<file path="config.mk">
export PLATFORM = sky130hd
export DESIGN_NAME = tpg_timer
export DESIGN_NICKNAME = d
export VERILOG_FILES = /design/src/verilog/tpg_pkg.sv /design/src/verilog/tpg_timer.sv
export VERILOG_INCLUDE_DIRS = /design/src /design/src/verilog
export SDC_FILE = /design/constraint.sdc
export NUM_CORES = 1
export LEC_CHECK = 0
export BUFFER_PORTS_ARGS = -buffer_cell sky130_fd_sc_hd__buf_4
export CAP_MARGIN = 20
export CORE_UTILIZATION = 59
export DETAILED_ROUTE_END_ITERATION = 8
export PLACE_DENSITY = 0.81
export SLEW_MARGIN = 20
export SYNTH_ARGS = -nofsm -noshare
export SYNTH_HDL_FRONTEND = slang
export SYNTH_SLANG_ARGS = --single-unit
</file>
<file path="constraint.sdc">
create_clock -name CLK -period 3.54 [get_ports CLK]
set_clock_uncertainty 0.1 [all_clocks]
set_input_delay 0.177 -clock CLK [delete_from_list [all_inputs] [get_ports CLK]]
set_output_delay 0.177 -clock CLK [all_outputs]
set_load 0.01 [all_outputs]
</file>
<file path="src/verilog/tpg_consts.svh">
`ifndef TPG_CONSTS_SVH
`define TPG_CONSTS_SVH
// Widths
`define TPG_ADDR_W 8
`define TPG_CNT_W 16
`define TPG_PRE_W 8
`define TPG_IN_N 4
// Register byte offsets
`define TPG_OFS_RUN 8'h00
`define TPG_OFS_MODE 8'h04
`define TPG_OFS_FLOP 8'h08
`define TPG_OFS_CMPA 8'h0c
`define TPG_OFS_CMPB 8'h10
`define TPG_OFS_CAPA 8'h14
`define TPG_OFS_CAPB 8'h18
`define TPG_OFS_CNT 8'h1c
`define TPG_OFS_STAT 8'h20
// Run register bits
`define TPG_RUN_EN 0
`define TPG_RUN_PRE 2
`define TPG_RUN_DBE 7
// Mode register fields
`define TPG_MOD_CLK_LO 0
`define TPG_MOD_CLK_HI 1
`define TPG_MOD_CPM_LO 2
`define TPG_MOD_CPM_HI 3
`define TPG_MOD_PGM 4
`define TPG_MOD_SWCAP 5
`define TPG_CLK_EVENT 2'h0
`define TPG_CLK_PRE1 2'h1
`define TPG_CLK_PRE2 2'h2
`define TPG_CPM_OFF 2'h0
`define TPG_CPM_TWO_PIN 2'h1
`define TPG_CPM_WIDTH 2'h2
`define TPG_CPM_COMPANION 2'h3
// Flop control register fields
`define TPG_FFC_CMD_LO 0
`define TPG_FFC_CMD_HI 1
`define TPG_FFC_CLEAR 2'h2
`define TPG_FFC_SET 2'h1
`define TPG_FFC_CMD_READ 2'h3
`define TPG_FFC_TGL_A 2
`define TPG_FFC_TGL_B 3
`define TPG_FFC_TGL_CAPA 4
`define TPG_FFC_TGL_CAPB 5
`define TPG_FFC_STATE 6
// Status bits
`define TPG_ST_MATCH_A 0
`define TPG_ST_MATCH_B 1
`define TPG_ST_OVF 2
// Prescaler tap masks (divide by 2, 8, 32)
`define TPG_PRE_MASK1 8'h01
`define TPG_PRE_MASK2 8'h07
`define TPG_PRE_MASK3 8'h1f
// Synchronised input indices
`define TPG_IN_EVENT 0
`define TPG_IN_TRIG_A 1
`define TPG_IN_TRIG_B 2
`define TPG_IN_COMP 3
// Bus answers and constants
`define TPG_RESP_OKAY 2'h0
`define TPG_RESP_SLVERR 2'h2
`define TPG_CNT_MAX 16'hffff
`define TPG_CNT_ZERO 16'h0000
`endif

</file>
<file path="src/verilog/tpg_pkg.sv">
`default_nettype none
`include "tpg_consts.svh"
package tpg_pkg;
  // Complete state of the timer channel and its bus slave
  typedef struct packed {
    logic [`TPG_ADDR_W-1:0] aw_addr;
    logic aw_held;
    logic [31:0] w_data;
    logic [3:0] w_strb;
    logic w_held;
    logic bvalid;
    logic [1:0] bresp;
    logic rvalid;
    logic [31:0] rdata;
    logic [1:0] rresp;
    logic run;
    logic pre_run;
    logic dbe;
    logic [1:0] clk_sel;
    logic [1:0] cap_mode;
    logic pgm;
    logic ten_a;
    logic ten_b;
    logic ten_cap_a;
    logic ten_cap_b;
    logic flop;
    logic [`TPG_CNT_W-1:0] cmp_a;
    logic [`TPG_CNT_W-1:0] cmp_a_buf;
    logic [`TPG_CNT_W-1:0] cmp_b;
    logic [`TPG_CNT_W-1:0] cap_a;
    logic [`TPG_CNT_W-1:0] cap_b;
    logic [`TPG_CNT_W-1:0] cnt;
    logic [`TPG_PRE_W-1:0] pre_cnt;
    logic [2:0] status;
    logic irq_b;
    logic [`TPG_IN_N-1:0] sync1;
    logic [`TPG_IN_N-1:0] sync2;
    logic [`TPG_IN_N-1:0] sync3;
    logic [`TPG_IN_N-1:0] flt;
  } tpg_state_s;
endpackage
`default_nettype wire

</file>
<file path="src/verilog/tpg_timer.sv">
// Added by the designer: the AXI4-Lite register port and the placing of the registers.
`timescale 1ns/100ps
`default_nettype none
`include "tpg_consts.svh"

// Operation
// - In pulse mode the output flop toggles on counter match with compare A and B.
// - The output flop state drives the pulse output pin.
// - Pulse polarity follows the flop level loaded before counting.
// - With double-buffering on, compare A writes land in a holding buffer.
// - With double-buffering on, each compare B match loads compare A from buffer.
// - Run register bit 7 enables double-buffering of compare A.
// - Run bit 0 zero stops; run bit and prescaler bit 2 start counting.
// - Both compare registers are 16 bits: A sets duty, B sets period.
// - Flop control holds toggle enables for match B and A; 11 enables both.
// - Flop control command 10 forces the output flop to zero, 01 forces it to one.
// - Counter match with compare B raises the match interrupt request.
// - Flop may toggle when the counter is captured into capture A.
// - In two-pin and pulse-width modes, trigger A rising edge latches the counter into capture A.
// - In pulse-width mode, trigger A falling edge latches into capture B.
// - In time-difference mode, trigger B rising edge latches into capture B.
// - Capture mode 11 uses companion flop: rise to A, fall to B.
// - Mode register can select event input rising edges as counter clock.
// - Mode register can select a prescaler output as free-running clock.
// - Capture mode setting 00 disables all pin capture latching; software capture still loads capture A.
// - Reading the status register clears all its flags.
module tpg_timer
  import tpg_pkg::*;
(
  input wire logic CLK,
  input wire logic RST_N,
  input wire logic [`TPG_ADDR_W-1:0] AWADDR,
  input wire logic AWVALID,
  output logic AWREADY,
  input wire logic [31:0] WDATA,
  input wire logic [3:0] WSTRB,
  input wire logic WVALID,
  output logic WREADY,
  output logic [1:0] BRESP,
  output logic BVALID,
  input wire logic BREADY,
  input wire logic [`TPG_ADDR_W-1:0] ARADDR,
  input wire logic ARVALID,
  output logic ARREADY,
  output logic [31:0] RDATA,
  output logic [1:0] RRESP,
  output logic RVALID,
  input wire logic RREADY,
  input wire logic EVENT_IN,
  input wire logic TRIGGER_IN_A,
  input wire logic TRIGGER_IN_B,
  input wire logic COMPANION_TIMER_FLOP,
  output logic PULSE_OUT_PIN,
  output logic MATCH_B_IRQ
);

  // ************************************************************
  // Helpers
  // ************************************************************

  // Byte-lane merge for the 16-bit registers
  function automatic logic [`TPG_CNT_W-1:0] merge16(
    input logic [`TPG_CNT_W-1:0] old,
    input logic [31:0] data,
    input logic [3:0] strb
  );
    logic [`TPG_CNT_W-1:0] res;
    res = old;
    if (strb[0])
      res[7:0] = data[7:0];
    if (strb[1])
      res[15:8] = data[15:8];
    return res;
  endfunction

  // Word-aligned view of a byte address
  function automatic logic [`TPG_ADDR_W-1:0] word_of(input logic [`TPG_ADDR_W-1:0] a);
    return {a[`TPG_ADDR_W-1:2], 2'h0};
  endfunction

  // Prescaler tap: one tick each time the selected low bits roll over
  function automatic logic pre_tap(
    input logic [1:0] sel,
    input logic [`TPG_PRE_W-1:0] pc
  );
    logic hit;
    case (sel)
      `TPG_CLK_PRE1: hit = ((pc & `TPG_PRE_MASK1) == `TPG_PRE_MASK1);
      `TPG_CLK_PRE2: hit = ((pc & `TPG_PRE_MASK2) == `TPG_PRE_MASK2);
      default: hit = ((pc & `TPG_PRE_MASK3) == `TPG_PRE_MASK3);
    endcase
    return hit;
  endfunction

  // ************************************************************
  // State
  // ************************************************************

  tpg_state_s st_r;
  tpg_state_s st_nxt;

  logic aw_hs;
  logic w_hs;
  logic wr_do;
  logic rd_do;
  logic [`TPG_ADDR_W-1:0] wa;
  logic [31:0] wd;
  logic [3:0] ws;
  logic [`TPG_ADDR_W-1:0] ra;
  logic [31:0] rmux;
  logic rbad;
  logic wbad;
  logic [`TPG_IN_N-1:0] agree;
  logic [`TPG_IN_N-1:0] rise;
  logic [`TPG_IN_N-1:0] fall;
  logic tick;
  logic step;
  logic match_a;
  logic match_b;
  logic ovf;
  logic cap_a_ev;
  logic cap_b_ev;
  logic toggle;
  logic rd_status;

  // Handshake outputs straight from state
  assign AWREADY = !st_r.aw_held && !st_r.bvalid;
  assign WREADY = !st_r.w_held && !st_r.bvalid;
  assign ARREADY = !st_r.rvalid;
  assign BVALID = st_r.bvalid;
  assign BRESP = st_r.bresp;
  assign RVALID = st_r.rvalid;
  assign RDATA = st_r.rdata;
  assign RRESP = st_r.rresp;
  assign PULSE_OUT_PIN = st_r.flop;
  assign MATCH_B_IRQ = st_r.irq_b;

  // ************************************************************
  // Next-state logic
  // ************************************************************

  // Whole channel in one pass; software writes are applied last
  always_comb
  begin
    st_nxt = st_r;

    // Pin synchronisers; a level counts once stages two and three agree
    st_nxt.sync1 = {COMPANION_TIMER_FLOP, TRIGGER_IN_B, TRIGGER_IN_A, EVENT_IN};
    st_nxt.sync2 = st_r.sync1;
    st_nxt.sync3 = st_r.sync2;
    agree = ~(st_r.sync2 ^ st_r.sync3);
    st_nxt.flt = (st_r.sync3 & agree) | (st_r.flt & ~agree);
    rise = st_nxt.flt & ~st_r.flt;
    fall = ~st_nxt.flt & st_r.flt;

    // Bus write side: take address and data in either order
    aw_hs = AWVALID && AWREADY;
    w_hs = WVALID && WREADY;
    wa = st_r.aw_held ? st_r.aw_addr : AWADDR;
    wd = st_r.w_held ? st_r.w_data : WDATA;
    ws = st_r.w_held ? st_r.w_strb : WSTRB;
    wr_do = (st_r.aw_held || aw_hs) && (st_r.w_held || w_hs) && !st_r.bvalid;
    wa = word_of(wa);

    // Bus read side: one outstanding read
    rd_do = ARVALID && !st_r.rvalid;
    ra = word_of(ARADDR);
    rd_status = rd_do && (ra == `TPG_OFS_STAT);

    // Prescaler free-runs while enabled, parked at zero otherwise
    st_nxt.pre_cnt = st_r.pre_run ? st_r.pre_cnt + `TPG_PRE_W'(1) : `TPG_PRE_W'(0);

    // Counter clock source: event pin edges or a prescaler tap
    tick = (st_r.clk_sel == `TPG_CLK_EVENT) ? rise[`TPG_IN_EVENT]
         : pre_tap(st_r.clk_sel, st_r.pre_cnt);
    // Event mode still gated by the prescaler bit, so both must be set
    step = st_r.run && st_r.pre_run && tick;

    // Comparators look at the value being left on this step
    match_a = step && (st_r.cnt == st_r.cmp_a);
    match_b = step && (st_r.cnt == st_r.cmp_b);
    ovf = step && (st_r.cnt == `TPG_CNT_MAX) && !(st_r.pgm && match_b);

    // Up-counter: cleared while stopped, and at the period match in pulse mode
    if (!st_r.run || (st_r.pgm && match_b))
    begin
      st_nxt.cnt = `TPG_CNT_ZERO;
    end
    else if (step)
    begin
      st_nxt.cnt = st_r.cnt + `TPG_CNT_W'(1);
    end

    // Compare A reload from its buffer on every period match while double-buffering is on
    if (match_b && st_r.dbe)
    begin
      st_nxt.cmp_a = st_r.cmp_a_buf;
    end
    st_nxt.irq_b = match_b;

    // Capture triggers
    cap_a_ev = 1'b0;
    cap_b_ev = 1'b0;
    case (st_r.cap_mode)
      `TPG_CPM_OFF: cap_a_ev = 1'b0;
      `TPG_CPM_TWO_PIN:
      begin
        cap_a_ev = rise[`TPG_IN_TRIG_A];
        cap_b_ev = rise[`TPG_IN_TRIG_B];
      end
      `TPG_CPM_WIDTH:
      begin
        cap_a_ev = rise[`TPG_IN_TRIG_A];
        cap_b_ev = fall[`TPG_IN_TRIG_A];
      end
      `TPG_CPM_COMPANION:
      begin
        cap_a_ev = rise[`TPG_IN_COMP];
        cap_b_ev = fall[`TPG_IN_COMP];
      end
      default: cap_b_ev = 1'b0;
    endcase
    // Software capture into capture A, regardless of capture mode
    if (wr_do && wa == `TPG_OFS_MODE && ws[0] && wd[`TPG_MOD_SWCAP])
    begin
      cap_a_ev = 1'b1;
    end
    if (cap_a_ev)
      st_nxt.cap_a = st_r.cnt;
    if (cap_b_ev)
      st_nxt.cap_b = st_r.cnt;

    // Output flop: each enabled event flips it once
    toggle = (match_a && st_r.ten_a) ^ (match_b && st_r.ten_b)
           ^ (cap_a_ev && st_r.ten_cap_a) ^ (cap_b_ev && st_r.ten_cap_b);
    st_nxt.flop = st_r.flop ^ toggle;

    // Status flags: hardware set beats the read-clear
    st_nxt.status = (rd_status ? 3'h0 : st_r.status)
                  | {ovf, match_b, match_a};

    // Register writes
    wbad = 1'b0;
    if (wr_do)
    begin
      case (wa)
        `TPG_OFS_RUN:
        begin
          if (ws[0])
          begin
            st_nxt.run = wd[`TPG_RUN_EN];
            st_nxt.pre_run = wd[`TPG_RUN_PRE];
            st_nxt.dbe = wd[`TPG_RUN_DBE];
          end
        end
        `TPG_OFS_MODE:
        begin
          if (ws[0])
          begin
            st_nxt.clk_sel = wd[`TPG_MOD_CLK_HI:`TPG_MOD_CLK_LO];
            st_nxt.cap_mode = wd[`TPG_MOD_CPM_HI:`TPG_MOD_CPM_LO];
            st_nxt.pgm = wd[`TPG_MOD_PGM];
          end
        end
        `TPG_OFS_FLOP:
        begin
          if (ws[0])
          begin
            st_nxt.ten_a = wd[`TPG_FFC_TGL_A];
            st_nxt.ten_b = wd[`TPG_FFC_TGL_B];
            st_nxt.ten_cap_a = wd[`TPG_FFC_TGL_CAPA];
            st_nxt.ten_cap_b = wd[`TPG_FFC_TGL_CAPB];
            // Initial level sets polarity; command beats a same-cycle toggle
            if (wd[`TPG_FFC_CMD_HI:`TPG_FFC_CMD_LO] == `TPG_FFC_CLEAR)
            begin
              st_nxt.flop = 1'b0;
            end
            else if (wd[`TPG_FFC_CMD_HI:`TPG_FFC_CMD_LO] == `TPG_FFC_SET)
            begin
              st_nxt.flop = 1'b1;
            end
          end
        end
        `TPG_OFS_CMPA:
        begin
          // Buffer always follows the write; active copy only when unbuffered
          st_nxt.cmp_a_buf = merge16(st_r.cmp_a_buf, wd, ws);
          if (!st_r.dbe)
          begin
            st_nxt.cmp_a = merge16(st_r.cmp_a, wd, ws);
          end
        end
        `TPG_OFS_CMPB: st_nxt.cmp_b = merge16(st_r.cmp_b, wd, ws);
        // Read-only words: write ignored, answered OKAY
        `TPG_OFS_CAPA, `TPG_OFS_CAPB, `TPG_OFS_CNT, `TPG_OFS_STAT: wbad = 1'b0;
        default: wbad = 1'b1;
      endcase
    end

    // Write channel bookkeeping
    if (wr_do)
    begin
      st_nxt.aw_held = 1'b0;
      st_nxt.w_held = 1'b0;
      st_nxt.bvalid = 1'b1;
      st_nxt.bresp = wbad ? `TPG_RESP_SLVERR : `TPG_RESP_OKAY;
    end
    else
    begin
      if (aw_hs)
      begin
        st_nxt.aw_held = 1'b1;
        st_nxt.aw_addr = AWADDR;
      end
      if (w_hs)
      begin
        st_nxt.w_held = 1'b1;
        st_nxt.w_data = WDATA;
        st_nxt.w_strb = WSTRB;
      end
      if (st_r.bvalid && BREADY)
      begin
        st_nxt.bvalid = 1'b0;
      end
    end

    // Read mux; unmapped words read zero with SLVERR
    rbad = 1'b0;
    rmux = 32'h0;
    case (ra)
      `TPG_OFS_RUN:
      begin
        rmux[`TPG_RUN_EN] = st_r.run;
        rmux[`TPG_RUN_PRE] = st_r.pre_run;
        rmux[`TPG_RUN_DBE] = st_r.dbe;
      end
      `TPG_OFS_MODE:
      begin
        rmux[`TPG_MOD_CLK_HI:`TPG_MOD_CLK_LO] = st_r.clk_sel;
        rmux[`TPG_MOD_CPM_HI:`TPG_MOD_CPM_LO] = st_r.cap_mode;
        rmux[`TPG_MOD_PGM] = st_r.pgm;
      end
      `TPG_OFS_FLOP:
      begin
        rmux[`TPG_FFC_CMD_HI:`TPG_FFC_CMD_LO] = `TPG_FFC_CMD_READ;
        rmux[`TPG_FFC_TGL_A] = st_r.ten_a;
        rmux[`TPG_FFC_TGL_B] = st_r.ten_b;
        rmux[`TPG_FFC_TGL_CAPA] = st_r.ten_cap_a;
        rmux[`TPG_FFC_TGL_CAPB] = st_r.ten_cap_b;
        rmux[`TPG_FFC_STATE] = st_r.flop;
      end
      `TPG_OFS_CMPA: rmux[`TPG_CNT_W-1:0] = st_r.cmp_a;
      `TPG_OFS_CMPB: rmux[`TPG_CNT_W-1:0] = st_r.cmp_b;
      `TPG_OFS_CAPA: rmux[`TPG_CNT_W-1:0] = st_r.cap_a;
      `TPG_OFS_CAPB: rmux[`TPG_CNT_W-1:0] = st_r.cap_b;
      `TPG_OFS_CNT: rmux[`TPG_CNT_W-1:0] = st_r.cnt;
      `TPG_OFS_STAT: rmux[`TPG_ST_OVF:`TPG_ST_MATCH_A] = st_r.status;
      default: rbad = 1'b1;
    endcase

    // Read channel bookkeeping
    if (rd_do)
    begin
      st_nxt.rvalid = 1'b1;
      st_nxt.rdata = rmux;
      st_nxt.rresp = rbad ? `TPG_RESP_SLVERR : `TPG_RESP_OKAY;
    end
    else if (st_r.rvalid && RREADY)
    begin
      st_nxt.rvalid = 1'b0;
    end
  end

  // ************************************************************
  // State register
  // ************************************************************

  // Everything resets to zero: timer stopped, flop low, bus idle
  always_ff @(posedge CLK or negedge RST_N)
  begin
    if (!RST_N)
    begin
      st_r <= '0;
    end
    else
    begin
      st_r <= st_nxt;
    end
  end

endmodule // tpg_timer
`default_nettype wire

</file>
==> Word-level counts from Yosys, hierarchy flattened <==
Index checks and enable logic that the tools add are counted.
{ "classes": {"n_reduce_logical": 55, "bitwise_logic": 16, "addsub": 2, "n_eq_ne": 30, "muxes": 45} }
{ "ops": {"columns": ["operator", "n"], "rows": [
  ["$mux W16", 6],
  ["$mux W8", 8],
  ["$mux W49", 1],
  ["$eq A6 B3 Y1 const B", 8],
  ["$pmux W8 S5", 1],
  ["$eq A16 B16 Y1", 2],
  ["$mux W32", 1],
  ["$logic_and A1 B1 Y1", 25],
  ["$eq A6 B2 Y1 const B", 4],
  ["$reduce_and A3 Y1", 7],
  ["$pmux W1 S9", 2],
  ["$reduce_or A9 Y1", 2],
  ["$add A16 B1 Y16 const B", 1],
  ["$and A4 B4 Y4", 4],
  ["$eq A16 B16 Y1 const B", 1],
  ["$not A4 Y4", 4],
  ["$mux W1", 14],
  ["$pmux W2 S7", 1],
  ["$eq A6 B1 Y1 const B", 2],
  ["$eq A6 B4 Y1 const B", 2],
  ["$logic_not A6 Y1", 2],
  ["$pmux W2 S6", 1],
  ["$reduce_bool A2 Y1", 5],
  ["$add A8 B1 Y8 const B", 1],
  ["21 further kinds", 43]
]} }
{ "totals": {"ff_bits": 187, "inputBits": 63} }

==> Logic depth before layout (Yosys ltp) <==
Gate-level depths: netlist of run 1.
{ "logic_depth": {"depth_word": 19, "mapped_depth": 11} }

==> Worst setup path after synthesis of run 1 <==
Ideal clock, no wire load.
{ "synth_timing": {"path_type": "flip-flop to flip-flop", "from": "reg st_r[20] (netlist bit)", "to": "reg st_r[109] (netlist bit)", "path_stages_with_launch": 11, "path_slack_ns": 0.847, "setup_time_ns": 0.123, "n_path_buf": 1, "arrival_ns": 2.470, "path_cell_list": "dfrtp_1 > ha_1 > and3_1 > ha_1 > or3b_2 > o211ai_1 > nand3_1 > nor2_1 > nand2_1 > clkbuf_1 > o221a_2"} }
{ "synth_between": {"elab_chain_cells": 10} }
{ "synth_lines": {"columns": ["item", "line", "rtl"], "rows": [
  ["from (decl)", "tpg_timer.sv:99", "tpg_state_s st_r;"],
  ["from (signal assigned)", "tpg_timer.sv:387", "st_r <= st_nxt;"],
  ["$eq A5 B5 Y1 (no line) or $eq A3 B3 Y1 (tied branches)", null, null],
  ["$pmux W1 S2 (*)", "tpg_timer.sv:87", "case (sel)"],
  ["$mux W1 (*)", "tpg_timer.sv:174", "tick = (st_r.clk_sel == `TPG_CLK_EVENT) ? rise[`TPG_IN_EVENT]"],
  ["$logic_and A1 B1 Y1 (*)", "tpg_timer.sv:177", "step = st_r.run && st_r.pre_run && tick;"],
  ["$logic_and A1 B1 Y1 (*)", "tpg_timer.sv:181", "match_b = step && (st_r.cnt == st_r.cmp_b);"],
  ["named net match_b", "tpg_timer.sv:119", "logic match_b;"],
  ["$logic_and A1 B1 Y1 (*)", "tpg_timer.sv:195", "if (match_b && st_r.dbe)"],
  ["$mux W16 (*)", "tpg_timer.sv:195", null],
  ["$mux W16", "tpg_timer.sv:288", "if (!st_r.dbe)"],
  ["$mux W32", "tpg_timer.sv:246", "case (wa)"],
  ["$mux W49 (*)", "tpg_timer.sv:244", "if (wr_do)"]
]} }
The timed path passes the listed nets; every way through them passes the cells marked *.
A chain may end at the register's enable or synchronous reset.

==> Worst setup path after layout of run 1 <==
{ "layout_timing": {"from": "reg st_r[20] (netlist bit)", "to": "reg st_r[108] (netlist bit)"} }
The elaborated chain is that of the path after synthesis.

==> results.txt, run 1 <==
- Derived from the worst setup path, the maximum achievable clock frequency is 0.309 GHz.
* Failing checks: design-rule violations
- Yosys mapped a number of flops with a built-in enable equal to 0.
- The die covers 15700 sq um.
- Element type at the critical path start: flip-flop
* NumNets Final: a little under 1000
- For this configuration, the core starts out at a cell density of 61.0%.
- Across all layers, the routed design uses 6532 vias.
- Number of antenna violations at the first check in global routing: 0
- TritonCTS built the clock tree.
- The tightest min-delay check is of the input pin to flip-flop type.
- Setup repair after global routing missed its margin: false
- Final global-route overflow total: 0
* Number of H-tree branching levels: 4
* Delay of the slowest critical-path stage: roughly 0.44 ns
- In the synthesized netlist, the number of instances is between 800 and 900.
- Remaining DRCs: 8
* Place WS: roughly 0.44 ns
- Clock tree synthesis selected as its root buffer the cell clkbuf_16.
- Half-perimeter wire length after placement: around 14000 um
* Crit path top cell by count: ha_1
* Cell depth of the worst flop-to-flop path: 10
- Counting instances, the worst hold path has a depth of 3.
- Counting flops and latches in the post-synthesis netlist gives 180.
* Setup crit end kind: flip-flop
- At the later pin of the worst-skew pair, clock insertion delay measures between 0.4 and 0.5 ns.
- The max-slew violation total from the final report was 0.
- Critical path's top delay family: simple AND/OR/NAND/NOR gates
* Warning count from the yosys run: 0
* Area of the mapped netlist: approximately 9000 sq um
* Leak: 4.71 nW
* Overall power of the completed layout: about 6.6 mW
- The most used flip-flop cell after synthesis is dfrtp_1.
- Die Y: between 100 and 150 um
- Dividing total power by cell area gives a power density of between 600 and 700 nW/um^2.
* 1st-iter DRT viols: about 440
- Post-Route Setup TNS: 0 ns
- Clk buf depth: 2
- In this run the tightest slew margin relative to its limit is about two fifths.
- Dividing the synthesized area by the synthesized cell count gives approximately 11 sq um.
* Number of clock sinks seen by CTS: between 150 and 200
- The first detailed-routing pass took 7 iterations.
- WP depth: 10
* Actual slew at the worst max-slew pin: a little under 0.9 ns
* Filler instances: between 1000 and 1500
* Overall die width: between 100 and 150 um
* I/O Buffers: 65
- Distinct cell type count of the synthesized netlist: between 60 and 70
- Final setup fails: 0
- From synthesis to final layout, the design area changed by 14.4%.
- Share of cells above drive strength 1: 22.3%
* Critical path buffers and inverters: 0
* Critical Setup Path Class: flip-flop to flip-flop
* Final Hold Fails: 0
* Sequential cell area fraction in the yosys report: 50.3%
- Cells fill between 60% and 70% of the core in the end.
* Floorplan core area: 14700 sq um
* Req. time, crit path: 3.72 ns
* Fraction of registers with async set/reset: 100%
* Wire length of the first global-routing pass: 33500 um
* Worst vdd ir: approximately 470 uV
- Via count normalized by instance count: between 5 and 6
- After layout, the worst path uses between 90% and 100% of the clock period.
- Clock transition at the register clock pins on the worst setup and hold paths after CTS: approximately 0.06 ns
- Top-level port count: about 110
- Global routing used 27.6% of the available tracks.
* Inserted Clock Buffers: 17
- Final critical path time including I/O delays and setup: ~3.2 ns
* Largest driver fanout on the critical path: 17
* Chain of cells forming the critical path: ha_1, and3_1, ha_1, or3b_2, o211ai_1, nand3_1, nor2_1, nand2_1, o21ai_2, o221ai_1
- Once detail routing completed, the nets flagged for antenna violations numbered 0.
- The finished cells cover between 10000 and 15000 sq um.
- In the final routed layout, each cell accounts on average for 18.3 um.
* Via count of the first global-routing pass: 6284
- Smallest setup slack after layout: about 0.31 ns
* Critical Path Slowest Stage Cell: or3b_2
* Max-cap check violation count: 0
- The flow ran to the end, but the final reports show violations.
* Data arrival time of the critical path: approximately 3.4 ns
- The initialized floorplan defines 44 standard-cell rows.
- The repair_antennas step left the layout with diodes totalling 0.
- Entering global routing, the biggest net connects 100 pins.
* Final estimated routing congestion in global placement: between 0.9 and 1
- Post-Route WL: 20000 um
- Post-placement cell area: 9370 sq um
-- path summary, 6_finish.rpt --
| kind | slack (ns) | to | startpoint |
|---|---|---|---|
| worst max-delay path | 0.31 | st_r[108]$_DFFE_PN0P_ | st_r[20]$_DFF_PN0_ |
| worst max register to register | 0.31 | st_r[108]$_DFFE_PN0P_ | st_r[20]$_DFF_PN0_ |
| worst min-delay path | 0.05 | RRESP[1]$_DFFE_PN0P_ | ARADDR[5] |
| max in group asynchronous | 2.16 | st_r[85]$_DFFE_PN0P_ | RST_N |
| worst min register to register | 0.25 | st_nxt[5]$_DFF_PN0_ | st_nxt[9]$_DFF_PN0_ |
| min in group asynchronous | 0.32 | st_r[215]$_DFFE_PN0P_ | RST_N |
-- synthesized netlist by cell type, drive strengths merged, types with 4 or more instances --
cell	n	area [sq um]
ha	11	138
inv	16	60.1
nand3	9	45.0
o21ai	61	309
nor2b	8	50.1
xor2	24	210
nor3b	4	30.0
a21oi	30	150
mux2i	25	250
clkbuf	41	154
nand4	11	68.8
o221a	15	169
nor2	60	225
buf	47	324
maj3	4	40.0
nand2	104	390
xnor2	24	210
and3	5	31.3
nor3	9	45.0
mux4	7	158
dfrtp	180	4500
a22oi	9	67.6
nor4	6	52.6
mux2	65	732
and2	7	43.8
-- registers in the layout, summed over array words and instances (netlist names) --
name,flops
PULSE_OUT_PIN,1
MATCH_B_IRQ,1
BVALID,1
BRESP,1
RVALID,1
RRESP,1
st_nxt,8
RDATA,16
st_r,150
-- what timing repair did --
item	in CTS	in global routing
hold buffers	35	0
endpoints found under the hold margin	129	0
resized for setup	0	0
buffers inserted	0	0
-- placed cells by master, fill, tap and decap left out, drive strengths merged, types with 4 or more instances in the layout --
master / netlist / final
a21oi: 30 / 30
a22oi: 9 / 9
and2: 7 / 7
and3: 5 / 5
buf: 47 / 77
clkbuf: 41 / 20
clkinv: 0 / 5
clkinvlp: 0 / 4
conb: 1 / 18
dfrtp: 180 / 180
dlygate4sd3: 0 / 35
ha: 11 / 11
inv: 16 / 19
maj3: 4 / 4
mux2: 65 / 65
mux2i: 25 / 25
mux4: 7 / 7
nand2: 104 / 104
nand3: 9 / 9
nand4: 11 / 11
nor2: 60 / 60
nor2b: 8 / 8
nor3: 9 / 9
nor3b: 4 / 4
nor4: 6 / 6
o21ai: 61 / 61
o221a: 15 / 15
xnor2: 24 / 24
xor2: 24 / 24
-- metal layers --
| layer | track usage, % | part of all wire [%] | up-vias |
|---|---|---|---|
| li1 | - | - | 3018 |
| met1 | 39.9 | 45 | 3196 |
| met2 | 41.8 | 46 | 278 |
| met3 | 5.18 | 6.9 | 40 |
| met4 | 10.2 | 2.3 | 0 |
| met5 | 0 | 0 | - |
-- tightest hold or removal path: cells and delay by family --
family	cells	cell delay, ns
AND/OR/NAND/NOR	1	0.18
buffers and inverters	1	0.10
AO/OA/AOI/OAI	1	0.08
-- cell type report --
class	instances	area (sq um)	area share, %
Inverter	16	60.1	0.586
Tap cell	184	230	2.25
Clock inverter	12	81.3	0.793
Multi-Input combinational cell	571	3980	38.9
Clock buffer	20	447	4.36
Timing Repair Buffer	112	945	9.22
Sequential cell	180	4500	43.9
-- metrics by stage --
step	std cells	hold WS, ns
floorplan	855	-0.219
global placement	1028	0.186
detailed placement	1028	0.187
CTS	1095	0.0362
global route	1095	0.0527
finish	1095	0.0500
-- power by group --
part	internal, mW	switching, mW
Combinational	0.873	0.937
Sequential	2.55	0.516
Clock	0.915	0.792
-- logic make-up after synthesis --
logic type                 Yosys count  synth area share (%)
AOI/OAI and AO/OA                  152                  11.6
xor gates and xnor gates            48                  4.69
adders and majority gates           15                  1.98
buffers and inverters              104                  6.00
DFF                                180                  50.3
muxes                               97                  12.7
other                                1                0.0418
and+or+nand+nor                    241                  12.7
Note: power is estimated with default switching activity, not from simulation.
==> run 2, diff against run 1 <==
--- a/config.mk
+++ b/config.mk
@@ -8,9 +8,12 @@
 export LEC_CHECK = 0
 export BUFFER_PORTS_ARGS = -buffer_cell sky130_fd_sc_hd__buf_4
 export CAP_MARGIN = 20
-export CORE_UTILIZATION = 59
+export CELL_PAD_IN_SITES_DETAIL_PLACEMENT = 1
+export CELL_PAD_IN_SITES_GLOBAL_PLACEMENT = 2
+export CORE_UTILIZATION = 40
+export CTS_BUF_LIST = sky130_fd_sc_hd__clkbuf_4
 export DETAILED_ROUTE_END_ITERATION = 8
-export PLACE_DENSITY = 0.81
+export PLACE_DENSITY_LB_ADDON = 0.1
 export SLEW_MARGIN = 20
 export SYNTH_ARGS = -nofsm -noshare
 export SYNTH_HDL_FRONTEND = slang
==> results.txt, run 2 (synthesized netlist as in run 1, its figures left out) <==
- At the worst endpoint, the required time is 3.89 ns.
- Setup repair after global routing left no endpoint under its margin.
- I/O Buffers: between 60 and 70
* Number of clock sinks seen by CTS: 180
- Count of cells resized by post-cts repair: 0
- Via count normalized by instance count: 5.29
* Total global routing track utilization: 22.1%
- Actual slew at the worst max-slew pin: 0.930 ns
- Setup violations remaining at the end of the flow were counted as 0.
- Final slew viol count: 0
- Critical Setup Path Class: flip-flop to flip-flop
- Element type at the critical path start: flip-flop
- The filler cells instantiated in the layout total ~2400.
- Final global-route overflow total: 0
- Commonest cells after routing, fill and taps aside: dfrtp_1 (180), nand2_1 (104), buf_4 (83), mux2_2 (65)
- Total power per unit cell area: roughly 600 nW/um^2
- Inserted Clock Buffers: 17
- Post-placement cell area: between 9000 and 10000 sq um
- Clock transition at the register clock pins on the worst setup and hold paths after CTS: between 0.15 and 0.2 ns
* Root buffer cell: clkbuf_4
* Critical Path Slowest Stage Cell: dfrtp_1
- Post-route fraction of the period consumed by the critical path: 91.3%
- 1st-iter DRT viols: between 300 and 400
* Top-level port count: 106
* Antenna-violating nets left: 0
* Final estimated routing congestion in global placement: between 0.8 and 0.9
- Worst hold endpoint: RDATA[10]$_DFFE_PN0P_
- The worst pin sits at a relative slew slack of 37.5%.
* Max Fclk: ~0.31 GHz
- In this run the core area contains 54 standard-cell rows.
- At the end of the flow the core is filled with cells to between 40% and 50%.
- NumNets Final: 988
* Crit path top cell by count: ha_1
- Post-CTS setup repair buffer count: 0
- At the later pin of the worst-skew pair, clock insertion delay measures approximately 0.6 ns.
* # hold bufs at CTS: 43
- Endpoint of the lowest-slack register-to-register path: st_r[108]$_DFFE_PN0P_
* Critical register-to-register path startpoint: st_r[20]$_DFF_PN0_
- The final hold violation count is 0.
- Half-perimeter wire length after placement: around 17000 um
- Initial Utilization: about two fifths
* Hold path startpoint: ARADDR[2]
* DR WL/cell: a little under 20 um
* Worst min-delay path category: input pin to flip-flop
- Chain of cells forming the critical path: ha_1, and3_1, ha_1, or3b_2, o211ai_1, nand3_1, nor2_1, nand2_1, o21ai_2, o221ai_1
* Largest driver fanout on the critical path: 17
* Area growth syn-to-layout: 14.6%
* Clock tree from TritonCTS: yes
* Floorplan core area: 21900 sq um
- Clk buf depth: 2
- Setup crit start: st_r[20]$_DFF_PN0_
* Post-route design area: between 10000 and 15000 sq um
- In this run the static leakage power is between 4 and 5 nW.
* Die Y: 152 um
- Counting flops per register, the top entry is st_r.
- Summed over all failing endpoints, the final setup total negative slack is 0 ns.
- Reg2Reg Setup Slack: 0.31 ns
- The initial antenna violation count came to 1.
- Summing internal, switching and leakage power gives 6.14 mW.
- Share of cells above drive strength 1: 22.9%
- Leaving out fill and tap cells, the most frequent cell in the layout is dfrtp_1.
- The first global-routing pass estimated about 38000 um of wire.
- Post-Route WL: 23400 um
* Largest net degree at the start of global routing: 67
- The number of global-route vias before repair is ~6900.
- The H-tree was split into 4 levels.
- Cell depth of the worst flop-to-flop path: 10
* Setup crit end kind: flip-flop
- Remaining DRCs: 0
- In this run the horizontal extent of the chip is ~150 um.
- Data arrival time of the critical path: around 3.6 ns
* Final critical path time including I/O delays and setup: roughly 3.2 ns
- Across all layers, the routed design uses about 6400 vias.
* Delay of the slowest critical-path stage: between 0.4 and 0.5 ns
- Along the worst hold path, the cell count comes to 3.
* Die area: around 23000 sq um
* Max-cap check violation count: 0
- The first detailed-routing pass ran for 4 iterations.
* Max FFs per register: 150
* Result of the run: finished clean
* Worst vdd ir: around 350 uV
==> run 2: cell types whose count changed in the layout (fill, tap and decap cells not counted), moves of 3 or more <==
cell	change
clkinvlp_4	-3
buf_4	+8
clkinv_4	+4
clkbuf_16	-17
dlygate4sd3_1	+8
clkbuf_4	+18
==> run 2: final cells by class <==
class	instances	area (sq um)	share of cell area, %
Clock inverter	14	153	1.49
Antenna cell	1	2.50	0.0244
Sequential cell	180	4500	43.8
Tap cell	280	350	3.41
Multi-Input combinational cell	571	3980	38.8
Timing Repair Buffer	128	1080	10.6
Inverter	16	60.1	0.585
Clock buffer	18	135	1.32
==> run 2: worst max path at each step <==
stage,endpoint,slack [ns]
after CTS,st_r[108]$_DFFE_PN0P_,0.30
after global routing,st_r[108]$_DFFE_PN0P_,0.06
after global placement,PULSE_OUT_PIN$_DFF_PN0_,0.41
after floorplan,st_r[109]$_DFFE_PN0P_,0.85
after detailed placement,st_r[108]$_DFFE_PN0P_,0.34
final,st_r[108]$_DFFE_PN0P_,0.31
==> run 2: power by group <==
part / internal (mW) / switching (mW) / leakage (nW)
Combinational: 0.906 / 0.979 / 2.18
Sequential: 2.54 / 0.513 / 2.35
Clock: 0.437 / 0.763 / 0.158
==> run 2: through the flow <==
step | setup WS, ns | hold slack [ns] | instances
2_1_floorplan | 0.847 | -0.219 | 855
3_3_place_gp | 0.410 | 0.115 | 1132
3_5_place_dp | 0.342 | 0.130 | 1132
4_1_cts | 0.303 | 0.0231 | 1207
5_1_grt | 0.0594 | 0.0642 | 1208
6_report | 0.309 | 0.0435 | 1208
==> run 2: worst max-delay path, delay by kind of cell (launching register included) <==
| kind | cells | cell delay [ns] |
|---|---|---|
| adders and majority gates | 2 | 0.33 |
| DFF | 1 | 0.43 |
| and+or+nand+nor | 5 | 1.54 |
| AOI/OAI and AO/OA | 3 | 0.71 |
==> run 2: routing by layer <==
| metal | routed length (um) | track usage [%] | up-vias |
|---|---|---|---|
| met5 | 0 | 0 | - |
| met4 | 352 | 6.04 | 0 |
| met3 | 737 | 3.83 | 21 |
| met2 | 11100 | 35.6 | 112 |
| met1 | 11200 | 30.5 | 3221 |
| li1 | - | - | 3041 |
